$ cat config.mk
export PLATFORM = sky130hd
export DESIGN_NAME = tccd_channels
export DESIGN_NICKNAME = d
export VERILOG_FILES = /design/src/design/tccd_pkg.sv /design/src/design/tccd_channels.sv
export SDC_FILE = /design/constraint.sdc
export NUM_CORES = 1
export LEC_CHECK = 0
export ABC_AREA = 1
export BUFFER_PORTS_ARGS = -buffer_cell sky130_fd_sc_hd__buf_4
export CAP_MARGIN = 20
export CORE_MARGIN = 3
export CORE_UTILIZATION = 58
export CTS_CLUSTER_DIAMETER = 50
export CTS_CLUSTER_SIZE = 24
export DETAILED_ROUTE_END_ITERATION = 6
export PLACE_DENSITY = 0.75
export SYNTH_ARGS = -nofsm -noshare
export SYNTH_HDL_FRONTEND = slang
export SYNTH_SLANG_ARGS = --single-unit
$ cat constraint.sdc
create_clock -name clk -period 3 [get_ports clk]
set_input_delay 0.15 -clock clk [delete_from_list [all_inputs] [get_ports clk]]
set_output_delay 0.15 -clock clk [all_outputs]
set_load 0.05 [all_outputs]
$ cat src/design/tccd_pkg.sv
// package: register map, field positions, reset values for timer channels
package tccd_pkg;
   // sfr addresses
   localparam logic [7:0] ADDR_CH0_VALUE_LOW = 8'hda;
   localparam logic [7:0] ADDR_CH0_VALUE_HIGH = 8'hdb;
   localparam logic [7:0] ADDR_CH1_VALUE_LOW = 8'hdc;
   localparam logic [7:0] ADDR_CH1_VALUE_HIGH = 8'hdd;
   localparam logic [7:0] ADDR_CH2_VALUE_LOW = 8'hde;
   localparam logic [7:0] ADDR_CH2_VALUE_HIGH = 8'hdf;
   localparam logic [7:0] ADDR_CH0_CONTROL = 8'he5;
   localparam logic [7:0] ADDR_CH1_CONTROL = 8'he6;
   localparam logic [7:0] ADDR_CH2_CONTROL = 8'he7;
   localparam logic [7:0] ADDR_COUNTER_CONTROL = 8'he4;
   localparam logic [7:0] ADDR_RADIO_EVENT_MASK = 8'he3;
   // control field positions
   localparam int CTL_SRC_BIT = 7;
   localparam int CTL_MASK_BIT = 6;
   localparam int CTL_CMP_LSB = 3;
   localparam int CTL_MODE_BIT = 2;
   localparam int CTL_CAP_LSB = 0;
   // reset values
   localparam logic [7:0] CTL_RESET = 8'h40;
   localparam logic [7:0] VALUE_RESET = 8'h00;
   localparam logic [7:0] CNT_CTL_RESET = 8'h00;
   localparam logic [7:0] RADIO_EVENT_MASK_RESET = 8'h00;
   localparam logic [15:0] COUNT_TOP = 16'hffff;
   // modulator clock dividers
   localparam logic [2:0] DSM_DIV_SLOW = 3'h7;
   localparam logic [2:0] DSM_DIV_FAST = 3'h3;
   // compare action codes
   localparam logic [2:0] CMP_SET = 3'h0;
   localparam logic [2:0] CMP_CLR = 3'h1;
   localparam logic [2:0] CMP_TGL = 3'h2;
   localparam logic [2:0] CMP_SET_UP = 3'h3;
   localparam logic [2:0] CMP_CLR_UP = 3'h4;
   localparam logic [2:0] CMP_SET_CH0 = 3'h5;
   localparam logic [2:0] CMP_CLR_CH0 = 3'h6;
   localparam logic [2:0] CMP_DSM = 3'h7;
   // counter modes
   localparam logic [1:0] CNT_STOP = 2'h0;
   localparam logic [1:0] CNT_FREE = 2'h1;
   localparam logic [1:0] CNT_MOD = 2'h2;
   localparam logic [1:0] CNT_UPDN = 2'h3;
   typedef struct packed {
      logic [2:0][7:0] ctl;
      logic [2:0][15:0] value;
      logic [7:0] cnt_ctl;
      logic [7:0] radio_event_mask;
      logic [15:0] count;
      logic down;
      logic [2:0] cap_s1;
      logic [2:0] cap_s2;
      logic [2:0] cap_old;
      logic [2:0] out;
      logic [2:0] flag;
      logic [7:0] rdata;
      logic [2:0] dsm_div;
      logic [15:0] dsm_rate;
      logic [16:0] dsm_acc;
      logic dsm_out;
   } tccd_state_t;
endpackage

$ cat src/design/tccd_channels.sv
// capture/compare channels with counter and modulator output
// Contract
// - each channel holds a 16-bit value in high and low byte registers, reset zero
// - in modulator mode the channel 0 value sets the modulator sample rate
// - source select 0 uses capture pin, 1 uses masked radio events
// - per-channel interrupt mask bit resets to 1, enabling the interrupt
// - match action: 000 set, 001 clear, 010 toggle
// - code 011: set on up match, clear at zero or on down match
// - code 100: clear on up match, set at zero or on down match
// - channels 1,2 code 101: set at own value, clear at channel 0 value
// - channels 1,2 code 110: clear at own value, set at channel 0 value
// - channel 1 code 111 is modulator mode; mode bit picks 1/8 or 1/4 rate
// - outside modulator mode, mode bit 0 capture, 1 compare
// - edge field: 00 off, 01 rising, 10 falling, 11 both
// - modulator edge field selects interpolator and shaping enables
// - modulator data is channel 1 value with two low bits ignored
// - counter modes: stopped, free 16-bit, modulo to ch0, up/down to ch0
// - channel 0 codes 101 to 111 reserved, no action
`timescale 1ns/1ps
`default_nettype none
module tccd_channels
   import tccd_pkg::*;
(
   input wire logic clk,
   input wire logic rst_n,
   input wire logic [7:0] sfr_addr,
   input wire logic sfr_wr,
   input wire logic sfr_rd,
   input wire logic [7:0] sfr_wdata,
   output logic [7:0] sfr_rdata,
   input wire logic [2:0] capture_pin,
   input wire logic [7:0] radio_event,
   output logic [2:0] compare_out,
   output logic [2:0] channel_flag,
   output logic [2:0] channel_irq,
   output logic dsm_out,
   output logic dsm_interp_en,
   output logic dsm_shaping_en
);
   tccd_state_t s_reg, s_next;

   function automatic logic [1:0] cap_field(input logic [7:0] c);
      cap_field = c[CTL_CAP_LSB+:2];
   endfunction

   function automatic logic [2:0] cmp_field(input logic [7:0] c);
      cmp_field = c[CTL_CMP_LSB+:3];
   endfunction

   logic dsm_mode;
   assign dsm_mode = cmp_field(s_reg.ctl[1]) == CMP_DSM;

   // ------------------------------------------------------------
   // next state
   // ------------------------------------------------------------
   always_comb begin
      logic [15:0] top;
      logic at_top;
      logic at_zero;
      logic tick;
      logic [2:0] cap_now;
      logic rf_hit;
      logic edge_hit;
      logic match;
      logic match0;
      logic [2:0] act;
      logic [15:0] dsm_data;
      s_next = s_reg;
      top = COUNT_TOP;
      at_top = 1'b0;
      at_zero = 1'b0;
      tick = 1'b0;
      cap_now = '0;
      rf_hit = 1'b0;
      edge_hit = 1'b0;
      match = 1'b0;
      match0 = 1'b0;
      act = '0;
      dsm_data = '0;
      // pins through two flops
      s_next.cap_s1 = capture_pin;
      s_next.cap_s2 = s_reg.cap_s1;
      s_next.cap_old = s_reg.cap_s2;
      cap_now = s_reg.cap_s2;
      rf_hit = |(radio_event & s_reg.radio_event_mask);
      // counter
      if (s_reg.cnt_ctl[1:0] != CNT_FREE) begin
         top = s_reg.value[0];
      end
      at_top = s_reg.count == top;
      at_zero = s_reg.count == 16'h0000;
      tick = s_reg.cnt_ctl[1:0] != CNT_STOP;
      if (tick) begin
         case (s_reg.cnt_ctl[1:0])
            CNT_FREE, CNT_MOD: begin
               s_next.count = at_top ? 16'h0000 : s_reg.count + 16'h0001;
            end
            CNT_UPDN: begin
               if (!s_reg.down && at_top) begin
                  s_next.down = 1'b1;
                  s_next.count = s_reg.count - 16'h0001;
               end else if (s_reg.down && at_zero) begin
                  s_next.down = 1'b0;
                  s_next.count = s_reg.count + 16'h0001;
               end else if (s_reg.down) begin
                  s_next.count = s_reg.count - 16'h0001;
               end else begin
                  s_next.count = s_reg.count + 16'h0001;
               end
            end
            default: begin
               s_next.count = s_reg.count;
            end
         endcase
      end
      if (s_reg.cnt_ctl[1:0] != CNT_UPDN) begin
         s_next.down = 1'b0;
      end
      match0 = tick && s_reg.count == s_reg.value[0];
      // channels
      for (int i = 0; i < 3; i++) begin
         act = cmp_field(s_reg.ctl[i]);
         match = tick && s_reg.count == s_reg.value[i];
         if (i == 1 && dsm_mode) begin
            // modulator owns the channel
         end else if (s_reg.ctl[i][CTL_MODE_BIT]) begin
            if (match) begin
               s_next.flag[i] = 1'b1;
            end
            case (act)
               CMP_SET: if (match) s_next.out[i] = 1'b1;
               CMP_CLR: if (match) s_next.out[i] = 1'b0;
               CMP_TGL: if (match) s_next.out[i] = ~s_reg.out[i];
               CMP_SET_UP: begin
                  if (match) s_next.out[i] = !s_reg.down;
                  else if (at_zero && tick) s_next.out[i] = 1'b0;
               end
               CMP_CLR_UP: begin
                  if (match) s_next.out[i] = s_reg.down;
                  else if (at_zero && tick) s_next.out[i] = 1'b1;
               end
               CMP_SET_CH0: begin
                  if (i != 0 && match) s_next.out[i] = 1'b1;
                  else if (i != 0 && match0) s_next.out[i] = 1'b0;
               end
               CMP_CLR_CH0: begin
                  if (i != 0 && match) s_next.out[i] = 1'b0;
                  else if (i != 0 && match0) s_next.out[i] = 1'b1;
               end
               default: s_next.out[i] = s_reg.out[i];
            endcase
         end else begin
            case (cap_field(s_reg.ctl[i]))
               2'h1: edge_hit = cap_now[i] && !s_reg.cap_old[i];
               2'h2: edge_hit = !cap_now[i] && s_reg.cap_old[i];
               2'h3: edge_hit = cap_now[i] != s_reg.cap_old[i];
               default: edge_hit = 1'b0;
            endcase
            if (s_reg.ctl[i][CTL_SRC_BIT]) begin
               edge_hit = rf_hit && cap_field(s_reg.ctl[i]) != 2'h0;
            end
            if (edge_hit) begin
               s_next.value[i] = s_reg.count;
               s_next.flag[i] = 1'b1;
            end
         end
      end
      // modulator: first-order accumulator paced by a divider
      if (dsm_mode) begin
         if (s_reg.dsm_div == 3'h0) begin
            s_next.dsm_div = s_reg.ctl[1][CTL_MODE_BIT] ? DSM_DIV_FAST
               : DSM_DIV_SLOW;
            if (s_reg.dsm_rate == 16'h0000) begin
               s_next.dsm_rate = s_reg.value[0];
               dsm_data = {s_reg.value[1][15:2], 2'b00};
               s_next.dsm_acc = {1'b0, s_reg.dsm_acc[15:0]}
                  + {1'b0, dsm_data};
               s_next.dsm_out = s_next.dsm_acc[16];
            end else begin
               s_next.dsm_rate = s_reg.dsm_rate - 16'h0001;
            end
         end else begin
            s_next.dsm_div = s_reg.dsm_div - 3'h1;
         end
      end else begin
         s_next.dsm_div = '0;
         s_next.dsm_rate = '0;
         s_next.dsm_acc = '0;
         s_next.dsm_out = 1'b0;
      end
      // ------------------------------------------------------------
      // register writes; hardware capture wins over software write when the channel flag was clear
      // ------------------------------------------------------------
      if (sfr_wr) begin
         case (sfr_addr)
            ADDR_CH0_VALUE_LOW: s_next.value[0][7:0] = sfr_wdata;
            ADDR_CH0_VALUE_HIGH: s_next.value[0][15:8] = sfr_wdata;
            ADDR_CH1_VALUE_LOW: s_next.value[1][7:0] = sfr_wdata;
            ADDR_CH1_VALUE_HIGH: s_next.value[1][15:8] = sfr_wdata;
            ADDR_CH2_VALUE_LOW: s_next.value[2][7:0] = sfr_wdata;
            ADDR_CH2_VALUE_HIGH: s_next.value[2][15:8] = sfr_wdata;
            ADDR_CH0_CONTROL: s_next.ctl[0] = sfr_wdata;
            ADDR_CH1_CONTROL: s_next.ctl[1] = sfr_wdata;
            ADDR_CH2_CONTROL: s_next.ctl[2] = sfr_wdata;
            ADDR_COUNTER_CONTROL: begin
               s_next.cnt_ctl = sfr_wdata;
               // flags in bits 7:5 clear on write of 0, a set wins only when the flag was clear
               s_next.flag = s_next.flag & (sfr_wdata[7:5] | s_next.flag
                  & ~s_reg.flag);
            end
            ADDR_RADIO_EVENT_MASK: s_next.radio_event_mask = sfr_wdata;
            default: s_next.radio_event_mask = s_next.radio_event_mask;
         endcase
         if (sfr_addr inside {ADDR_CH0_VALUE_LOW, ADDR_CH0_VALUE_HIGH,
               ADDR_CH1_VALUE_LOW, ADDR_CH1_VALUE_HIGH,
               ADDR_CH2_VALUE_LOW, ADDR_CH2_VALUE_HIGH}) begin
            for (int i = 0; i < 3; i++) begin
               if (!s_reg.ctl[i][CTL_MODE_BIT] && !(i == 1 && dsm_mode)
                     && s_reg.value[i] != s_next.value[i]
                     && s_next.flag[i] && !s_reg.flag[i]) begin
                  s_next.value[i] = s_reg.count;
               end
            end
         end
      end
      // read data
      case (sfr_addr)
         ADDR_CH0_VALUE_LOW: s_next.rdata = s_reg.value[0][7:0];
         ADDR_CH0_VALUE_HIGH: s_next.rdata = s_reg.value[0][15:8];
         ADDR_CH1_VALUE_LOW: s_next.rdata = s_reg.value[1][7:0];
         ADDR_CH1_VALUE_HIGH: s_next.rdata = s_reg.value[1][15:8];
         ADDR_CH2_VALUE_LOW: s_next.rdata = s_reg.value[2][7:0];
         ADDR_CH2_VALUE_HIGH: s_next.rdata = s_reg.value[2][15:8];
         ADDR_CH0_CONTROL: s_next.rdata = s_reg.ctl[0];
         ADDR_CH1_CONTROL: s_next.rdata = s_reg.ctl[1];
         ADDR_CH2_CONTROL: s_next.rdata = s_reg.ctl[2];
         ADDR_COUNTER_CONTROL: s_next.rdata = {s_reg.flag,
            s_reg.cnt_ctl[4:0]};
         ADDR_RADIO_EVENT_MASK: s_next.rdata = s_reg.radio_event_mask;
         default: s_next.rdata = 8'h00;
      endcase
      if (!sfr_rd) begin
         s_next.rdata = s_reg.rdata;
      end
   end

   // ------------------------------------------------------------
   // state register
   // ------------------------------------------------------------
   always_ff @(posedge clk or negedge rst_n) begin
      if (!rst_n) begin
         s_reg <= '0;
         s_reg.ctl <= {3{CTL_RESET}};
         s_reg.value <= {6{VALUE_RESET}};
         s_reg.cnt_ctl <= CNT_CTL_RESET;
         s_reg.radio_event_mask <= RADIO_EVENT_MASK_RESET;
      end else begin
         s_reg <= s_next;
      end
   end

   // ------------------------------------------------------------
   // outputs
   // ------------------------------------------------------------
   assign sfr_rdata = s_reg.rdata;
   assign compare_out = s_reg.out;
   assign channel_flag = s_reg.flag;
   assign dsm_out = s_reg.dsm_out;
   // edge field 01 keeps interpolator only, 10 keeps shaping only
   assign dsm_interp_en = dsm_mode && !s_reg.ctl[1][CTL_CAP_LSB+1];
   assign dsm_shaping_en = dsm_mode && !s_reg.ctl[1][CTL_CAP_LSB];
   always_comb begin
      for (int i = 0; i < 3; i++) begin
         channel_irq[i] = s_reg.flag[i] && s_reg.ctl[i][CTL_MASK_BIT];
      end
   end
endmodule
`default_nettype wire

### Yosys cells after proc, flatten, opt, wreduce, memory -nomap -nowiden

Index checks and enable logic that the tools add are counted.

| word-level totals | value |
|---|---|
| register bits after elaboration | 164 |
| input port bits | 31 |
| output and inout bits | 20 |

| cells by class | value |
|---|---|
| $add $sub $neg | 5 |
| equality and inequality tests | 73 |
| muxes and demuxes | 90 |
| bitwise gates (word level) | 9 |
| reductions and logical operators | 77 |

Operators by type and width:

| kind | number |
|---|---|
| 2-to-1 mux 16 bit | 15 |
| 2-to-1 mux 8 bit | 14 |
| == test 8 bit (second input constant) | 11 |
| case mux 8 bit (11 select lines) | 1 |
| == test 16 bit | 4 |
| 2-to-1 mux 64 bit | 1 |
| 2-to-1 mux 48 bit | 1 |
| != test 16 bit | 3 |
| 2-to-1 mux 1 bit | 42 |
| 2-to-1 mux 37 bit | 1 |
| 2-to-1 mux 34 bit | 1 |
| logical NOT 16 bit | 2 |
| case mux 16 bit (2 select lines) | 1 |
| subtractor 16 x 1 -> 16 bit (second input constant) | 2 |
| logical AND 1 bit | 30 |
| != test 3 bit (second input constant) | 10 |
| == test 3 bit (second input constant) | 8 |
| != test 2 bit (second input constant) | 10 |
| == test 3 x 2 -> 1 bit (second input constant) | 6 |
| 2-to-1 mux 18 bit | 1 |
| adder 16 x 16 -> 17 bit | 1 |
| 2-to-1 mux 17 bit | 1 |
| adder 16 x 1 -> 16 bit (second input constant) | 1 |
| == test 2 bit (second input constant) | 8 |
| 28 further kinds | 79 |

### Logic depth before layout (Yosys ltp)

Gate-level depths: netlist of run 1.

| depth | value |
|---|---|
| depth in word-level cells | 19 |
| depth in mapped cells | 23 |

### Worst setup path before layout of run 1

OpenSTA, ideal clock, no wires.

| timing path | value |
|---|---|
| kind | register to register |
| from | register s_reg[53] (netlist name) |
| to | register s_reg[133] (netlist name) |
| arrival | 2281 ps |
| required time | 2883 ps |
| slack | 601 ps |
| cell stages (with the launch flop) | 21 |
| path buffers | 2 |
| cell sequence | dfrtp_1 -> inv_1 -> ha_1 -> a21oi_1 -> nor2_1 -> nor2_4 -> buf_4 -> nand3_1 -> nand3_2 -> nand2_1 -> nand2_1 -> nand2_1 -> nor2_1 -> nand2_1 -> nor2_1 -> nand2_2 -> nand2_4 -> buf_6 -> nand2_1 -> nand3_1 -> nand2_1 |

RTL lines:

| element | RTL line | source |
|---|---|---|
| start, declared | tccd_channels.sv:40 | `tccd_state_t s_reg, s_next;` |
| start signal, assigned | tccd_channels.sv:258 | `s_reg <= s_next;` |

### Worst setup path after layout of run 1

| timing path | value |
|---|---|
| from | register s_reg[75] (netlist name) |
| to | register s_reg[67] (netlist name) |

| on the way | value |
|---|---|
| cells in the longest elaborated chain, start to end | 5 |

Ends and longest elaborated chain:

| element | RTL line | source |
|---|---|---|
| logical NOT 16 bit | tccd_channels.sv:91 | `at_zero = s_reg.count == 16'h0000;` |
| logical AND 1 bit | tccd_channels.sv:102 | `end else if (s_reg.down && at_zero) begin` |
| 2-to-1 mux 16 bit | tccd_channels.sv:102 |  |
| 2-to-1 mux 17 bit | tccd_channels.sv:99 | `if (!s_reg.down && at_top) begin` |
| case mux 16 bit (2 select lines) * | tccd_channels.sv:94 | `case (s_reg.cnt_ctl[1:0])` |

Every way passes the cells marked *; elsewhere a longest branch is shown, timed or not.
A chain may end at the register's enable or synchronous reset.

==> summary.txt, run 1 <==
crit path DAT: 3.16 ns
Max Root-Sink Buffers: 2
Post-synth EDFFs: 0
Clock H-tree levels: 4
WL/cell: 22.9 um
worst slew pin tran: 0.913 ns
max reg flops: 138
I/O Pins: 51
Crit Reg-Reg Startpoint: s_reg[75]$_DFFE_PN0P_
Worst path slowest cell: dfrtp_1
syn nets: 2129
Tcrit/Tclk final: 94.2%
CP Capture Type: register
die area: 24800 sq um
initial cell density of the core: 60.0%
status: completed
PD cells: 553 nW/um^2
worst rel slew slack: 38.9%
CTS Root Buffer Type: clkbuf_16
Final Setup Violations: 0
Area after DPL: 14300 sq um
Reg clk slew, reported paths: 0.08 ns
Startpoint Class: register
iteration-0 DRC count of the detailed router: 2342
Die H: 157 um
RSZ-0062 raised after global routing: yes
Via Count: 15800
layout cell share with drive strength beyond 1: 11.7%
f_max: 0.354 GHz
grt total ovfl: 0
worst min path class: in2reg
clock skew: 0.0160 ns
register bit count reported by yosys: 159
Crit path buffers/inverters: 3
critical-path maximum fanout: 5
Unique masters post-synth: 56
Total GRT Usage: 45.1%
drt drc: 0
routability cong.: 1.11
max-slew violation total from the final report: 0
Routed WL: 55900 um
Hold Violations, Final: 0
fin area: 15000 sq um
Routed Antenna Nets: 0
Syn Inst Count: 2072
Die Width: 157 um
worst-path cell chain: nor2_1, nor4_1, buf_4, nand3_1, nor2_1, nand2_1, o21ai_2, buf_4, inv_1, nand2_1, o211ai_1, o22ai_1
HPWL after DPL: 40700 um
initial antenna violation count: 1
number of global-route vias before repair: 14800
TritonCTS buffer count: 17
Syn-to-layout area delta: 12.9%
leakage power: 7.92 nW
slowest cell delay on critical path: 0.65 ns
global-route wire length before repair: 84900 um
Avg Vias per Cell: 6.46
share of flip-flops with an asynchronous set or reset: 100%
Seq/Total Area, Yosys: 29.9%
Initial DRT Pass Iterations: 7
Crit path max-delay family: simple AND/OR/NAND/NOR gates
port buffer count: 50
Avg Cell Area, Syn: 6.42 sq um
crit path time final: 2.83 ns
CTS tree: yes
Peak VDD IR: 0.365 mV
# Post-CTS Setup Buffers: 0
Max-cap violations: 0
later-pin clock latency in the skew report: 0.46 ns
top_reg_cell synth: dfrtp_1
FP Rows: 54
fin util: 67.8%
cell area after synthesis: 13300 sq um
path type of the worst setup path: reg2reg
Req. time, crit path: 3.33 ns
launch point of the worst path: s_reg[75]$_DFFE_PN0P_
fin nets: 2206
Core Footprint: 22200 sq um
largest net degree at the start of global routing: 61
min-delay src: sfr_rd
Clock Sinks: 159
Yosys warnings: 0
## power by group
group	leakage [nW]	total [mW]	internal, mW	switching [mW]
registers	2.14	2.70	2.35	0.349
clock network	0.294	2.35	1.22	1.13
logic	5.48	3.25	1.11	2.15
total	7.92	8.30	4.67	3.63
## final timing paths
check | end | slack, ns | depth (start not counted)
worst max-delay path | s_reg[67]$_DFFE_PN0P_ | 0.17 | 12
worst min register to register | s_next[53]$_DFF_PN0_ | 0.35 | 0
worst min-delay path | sfr_rdata[0]$_DFFE_PN0P_ | 0.01 | 2
min in group asynchronous | s_reg[15]$_DFFE_PN0P_ | 0.24 | 2
max in group asynchronous | s_reg[135]$_DFF_PN0_ | 2.00 | 3
worst max register to register | s_reg[67]$_DFFE_PN0P_ | 0.17 | 12
## metrics by stage
stage	worst slack (ns)	TNS [ns]	hold slack (ns)	std cells	total power [mW]
floorplan	0.601	0	-0.146	2072	4.73
global placement	0.324	0	0.163	2406	5.77
detailed placement	0.258	0	0.163	2406	5.80
CTS	0.240	0	0.00519	2442	8.13
global route	-0.00414	-0.00414	0.0342	2442	8.70
finish	0.173	0	0.0121	2443	8.30
## what timing repair did
action                                  4_1_cts  5_1_grt
endpoints found under the setup margin        0       19
hold endpoints to repair                     60        0
hold buffers                                  4        0
resized for setup                             0        4
## cell families (layout without fill, tap and decap cells)
kind of cell	after synthesis	in the layout	synth area share, %
xor+xnor	50	50	3.29
flops	159	159	29.9
compound gates	256	256	11.3
mux	7	7	0.593
buf+inv	287	377	9.36
fa+ha+maj	26	26	2.50
simple gates	1287	1287	43.0
other cells	0	1	0
## worst reg2reg max path: stages, from the launching register on
cell and delay, ns:
dfrtp_1 0.65, nor2_1 0.21, nor4_1 0.36, buf_4 0.18
nand3_1 0.07, nor2_1 0.24, nand2_1 0.15, o21ai_2 0.17
buf_4 0.15, inv_1 0.09, nand2_1 0.08, o211ai_1 0.08
o22ai_1 0.27
## metal layers
metal | part of all wire [%] | vias up | GRT usage, %
li1 | - | 7066 | -
met1 | 36 | 7196 | 56.5
met2 | 42 | 1190 | 67.0
met3 | 14 | 330 | 14.3
met4 | 8.4 | 2 | 29.4
met5 | 0.12 | - | 0
## area by class of cell
type | instances | area [sq um]
Sequential cell | 159 | 3980
Clock inverter | 14 | 171
Tap cell | 280 | 350
Timing Repair Buffer | 160 | 1280
Clock buffer | 18 | 439
Antenna cell | 1 | 2.50
Multi-Input combinational cell | 1626 | 8090
Fill cell | 1967 | 7150
Inverter | 185 | 694
## synth_stat cells, drive strengths merged (2+ instances only)
cell type	count	area share, %
a21o	3	0.17
a21oi	55	2.1
a221oi	16	1.1
a22o	2	0.13
and3	3	0.14
buf	62	3.0
clkbuf	40	1.1
clkinv	6	0.17
dfrtp	156	29
dfstp	3	0.59
ha	25	2.4
inv	179	5.1
mux2	7	0.59
nand2	687	20
nand3	352	14
nand3b	4	0.23
nand4	28	1.4
nor2	150	4.6
nor3	37	1.9
nor3b	2	0.11
nor4	21	1.0
o2111ai	6	0.39
o211ai	10	0.56
o21ai	118	4.5
o21bai	3	0.17
o221ai	5	0.33
o22ai	25	1.2
o31ai	5	0.28
o32ai	2	0.13
or2	2	0.094
xnor2	6	0.39
xor2	44	2.9
## cell usage in the layout (no fill, tap or decap), types with 27 or more instances in the layout
cell type	n
dfrtp_1	156
inv_1	166
o21ai_0	114
nand3_1	342
xor2_1	44
nand4_1	27
nor3_1	30
nor2_1	142
nand2_1	675
a21oi_1	55
buf_4	149
No activity file was read; power rests on OpenSTA's default activity.
==> run 2: changes to the inputs <==
- MAX_ROUTING_LAYER: unset -> met4
==> run 2 against run 1 <==
The flow now finishes with violations (DRC). Register-to-register slack worse by 0.05 ns. Worst hold slack improved by 0.10 ns. Core utilization up 0.58 points. First-iteration DRC count is 4.1% lower. Clock power up 3%. Maximum frequency is 1.7% lower. Non-clock buffer count increased by 9. Flip-flop and latch count is the same. Global-route usage grew 1.4 points. Via count increased by 0.55%. Largest power group unchanged.
==> summary.txt, run 2 (synthesis results as in run 1) <==
status: complete, but fails checks
failing checks: DRC
worst min path class: in2reg
Comb pwr share: 39.0% (-0.2 points)
Core Footprint: 22200 sq um (unchanged)
layout cell share with drive strength beyond 1: 12.4% (+0.73 points)
sw frac: 43.0% (-0.72 points)
most frequent cells in the layout: nand2_1 (673), nand3_1 (338), inv_1 (166)
WL/cell: 23.1 um (+0.92%)
PnR worst setup slack: 0.124 ns (-0.0488 ns)
path type of the worst setup path: reg2reg
port buffer count: 50 (unchanged)
drt drc: 6 (+6)
Hold Violations, Final: 0 (unchanged)
initial cell density of the core: 60.0% (unchanged)
CTS Root Buffer Type: clkbuf_16
Startpoint Class: register
Worst path slowest cell: dfrtp_1
CTS tree: yes
later-pin clock latency in the skew report: 0.45 ns (about the same)
Reg clk slew, reported paths: 0.08 ns (about the same)
iteration-0 DRC count of the detailed router: 2245 (-4.1%)
CP Capture Type: register
leakage power: 7.99 nW (+0.91%)
worst-path cell chain: buf_4, nand2_1, nor2_1, nand2_1, nor3_2, inv_1, nor4_1, nand3_1, xor2_1, a21oi_1, o21ai_0, o21ai_0
worst slew pin tran: 0.889 ns (-0.0238 ns)
global-route wire length before repair: 84900 um (unchanged)
fin nets: 2215 (+0.41%)
Total GRT Usage: 46.5% (+1.4 points)
f_max: 0.348 GHz (-1.7%)
Req. time, crit path: 3.37 ns (+0.04 ns)
HPWL after DPL: 41500 um (+2.0%)
initial antenna violation count: 2 (+1)
Die Width: 157 um (unchanged)
Peak VDD IR: 0.368 mV (+0.81%)
Max-cap violations: 0 (unchanged)
RSZ-0062 raised after global routing: yes
critical-path maximum fanout: 10 (+5)
grt total ovfl: 0 (unchanged)
largest net degree at the start of global routing: 57 (-6.6%)
die area: 24800 sq um (unchanged)
worst rel slew slack: 40.5% (+1.6 points)
TritonCTS buffer count: 17 (unchanged)
Flop pwr share: 32.2% (-0.3 points)
Syn-to-layout area delta: 13.8%
Max Root-Sink Buffers: 2 (unchanged)
cell-internal power: 4.82 mW (+3.1%)
slowest cell delay on critical path: 0.72 ns (+0.07 ns)
Final Setup Violations: 0 (unchanged)
Die H: 157 um (unchanged)
final hold slack: 0.112 ns (+0.100 ns)
PD cells: 558 nW/um^2 (+0.88%)
crit path time final: 2.88 ns (+0.0488 ns)
Routed Antenna Nets: 0 (unchanged)
Avg Vias per Cell: 6.47 (+0.14%)
routability cong.: 1.12 (+0.72%)
clock skew: 0.0237 ns (+0.00776 ns)
NetSw: 3.63 mW (about the same)
Routed WL: 56600 um (+1.3%)
max reg flops: 138 (unchanged)
FP Rows: 54 (unchanged)
crit path DAT: 3.24 ns (+0.08 ns)
number of global-route vias before repair: 14700 (-1.0%)
dpl ws: 0.0906 ns (-0.167 ns)
Initial DRT Pass Iterations: 7 (unchanged)
Via Count: 15900 (+0.55%)
clock power share: 28.8% (+0.5 points)
commonest non-fill, non-tap cell in the layout: nand2_1
max-slew violation total from the final report: 0 (unchanged)
Clock Sinks: 159 (unchanged)
Tcrit/Tclk final: 95.9% (+1.6 points)
I/O Pins: 51 (unchanged)
Clock H-tree levels: 4 (unchanged)
[run 2: what timing repair did]
item,CTS,global route
hold buffers,5,0
resized for setup,0,19
endpoints found under the hold margin,55,0
buffers inserted,0,5
endpoints found under the setup margin,0,34
[run 2: cell type report]
type | count | area, sq um
Tap cell | 280 | 350
Antenna cell | 2 | 5.00
Clock buffer | 18 | 429
Clock inverter | 14 | 198
Inverter | 185 | 694
Multi-Input combinational cell | 1626 | 8150
Timing Repair Buffer | 169 | 1340
Sequential cell | 159 | 3980
Fill cell | 2000 | 7020
[run 2: per-layer routing]
layer | vias up | track usage (%) | share of wire, %
met5 | - | - | 0
met4 | 0 | 31.6 | 8.7
met3 | 342 | 14.8 | 14
met2 | 1243 | 66.3 | 42
met1 | 7206 | 56.1 | 36
li1 | 7080 | - | -
[run 2: power by group through the flow]
stage / Combinational [mW] / Clock [mW] / Sequential, mW
6_report: 3.29 / 2.43 / 2.72
5_1_grt: 3.60 / 2.51 / 2.73
4_1_cts: 3.11 / 2.41 / 2.69
3_5_place_dp: 3.07 / 0 / 2.73
3_3_place_gp: 3.04 / 0 / 2.72
2_1_floorplan: 2.14 / 0 / 2.58
[run 2: worst max-delay path, delay by kind of cell, from the launching register on]
kind / cells / cell delay [ns]
AOI/OAI and AO/OA: 3 / 0.31
xor gates and xnor gates: 1 / 0.17
and+or+nand+nor: 6 / 1.23
DFF: 1 / 0.72
buffers and inverters: 2 / 0.35
[run 2: worst paths after layout]
path                                             from                        end  slack, ns  depth (start not counted)
worst max register to register  s_reg[63]$_DFFE_PN0P_      s_reg[76]$_DFFE_PN0P_       0.12                         12
worst min-delay path                     sfr_wdata[5]  channel_flag[0]$_DFF_PN0_       0.11                          3
worst min register to register   s_next[55]$_DFF_PN0_       s_next[52]$_DFF_PN0_       0.35                          0
max in group asynchronous                       rst_n     s_reg[147]$_DFFE_PN1P_       1.89                          3
worst max-delay path            s_reg[63]$_DFFE_PN0P_      s_reg[76]$_DFFE_PN0P_       0.12                         12
min in group asynchronous                       rst_n      s_reg[14]$_DFFE_PN0P_       0.25                          2
[run 2: through the flow]
stage | setup TNS [ns] | util [%] | power (mW) | instance area, sq um | instances
2_1_floorplan | 0 | - | 4.73 | 13300 | 2072
3_3_place_gp | 0 | 64.7 | 5.76 | 14300 | 2408
3_5_place_dp | 0 | 64.7 | 5.80 | 14300 | 2408
4_1_cts | 0 | 67.7 | 8.21 | 15000 | 2445
5_1_grt | -0.0433 | 68.3 | 8.83 | 15100 | 2453
6_report | 0 | 68.3 | 8.44 | 15100 | 2453
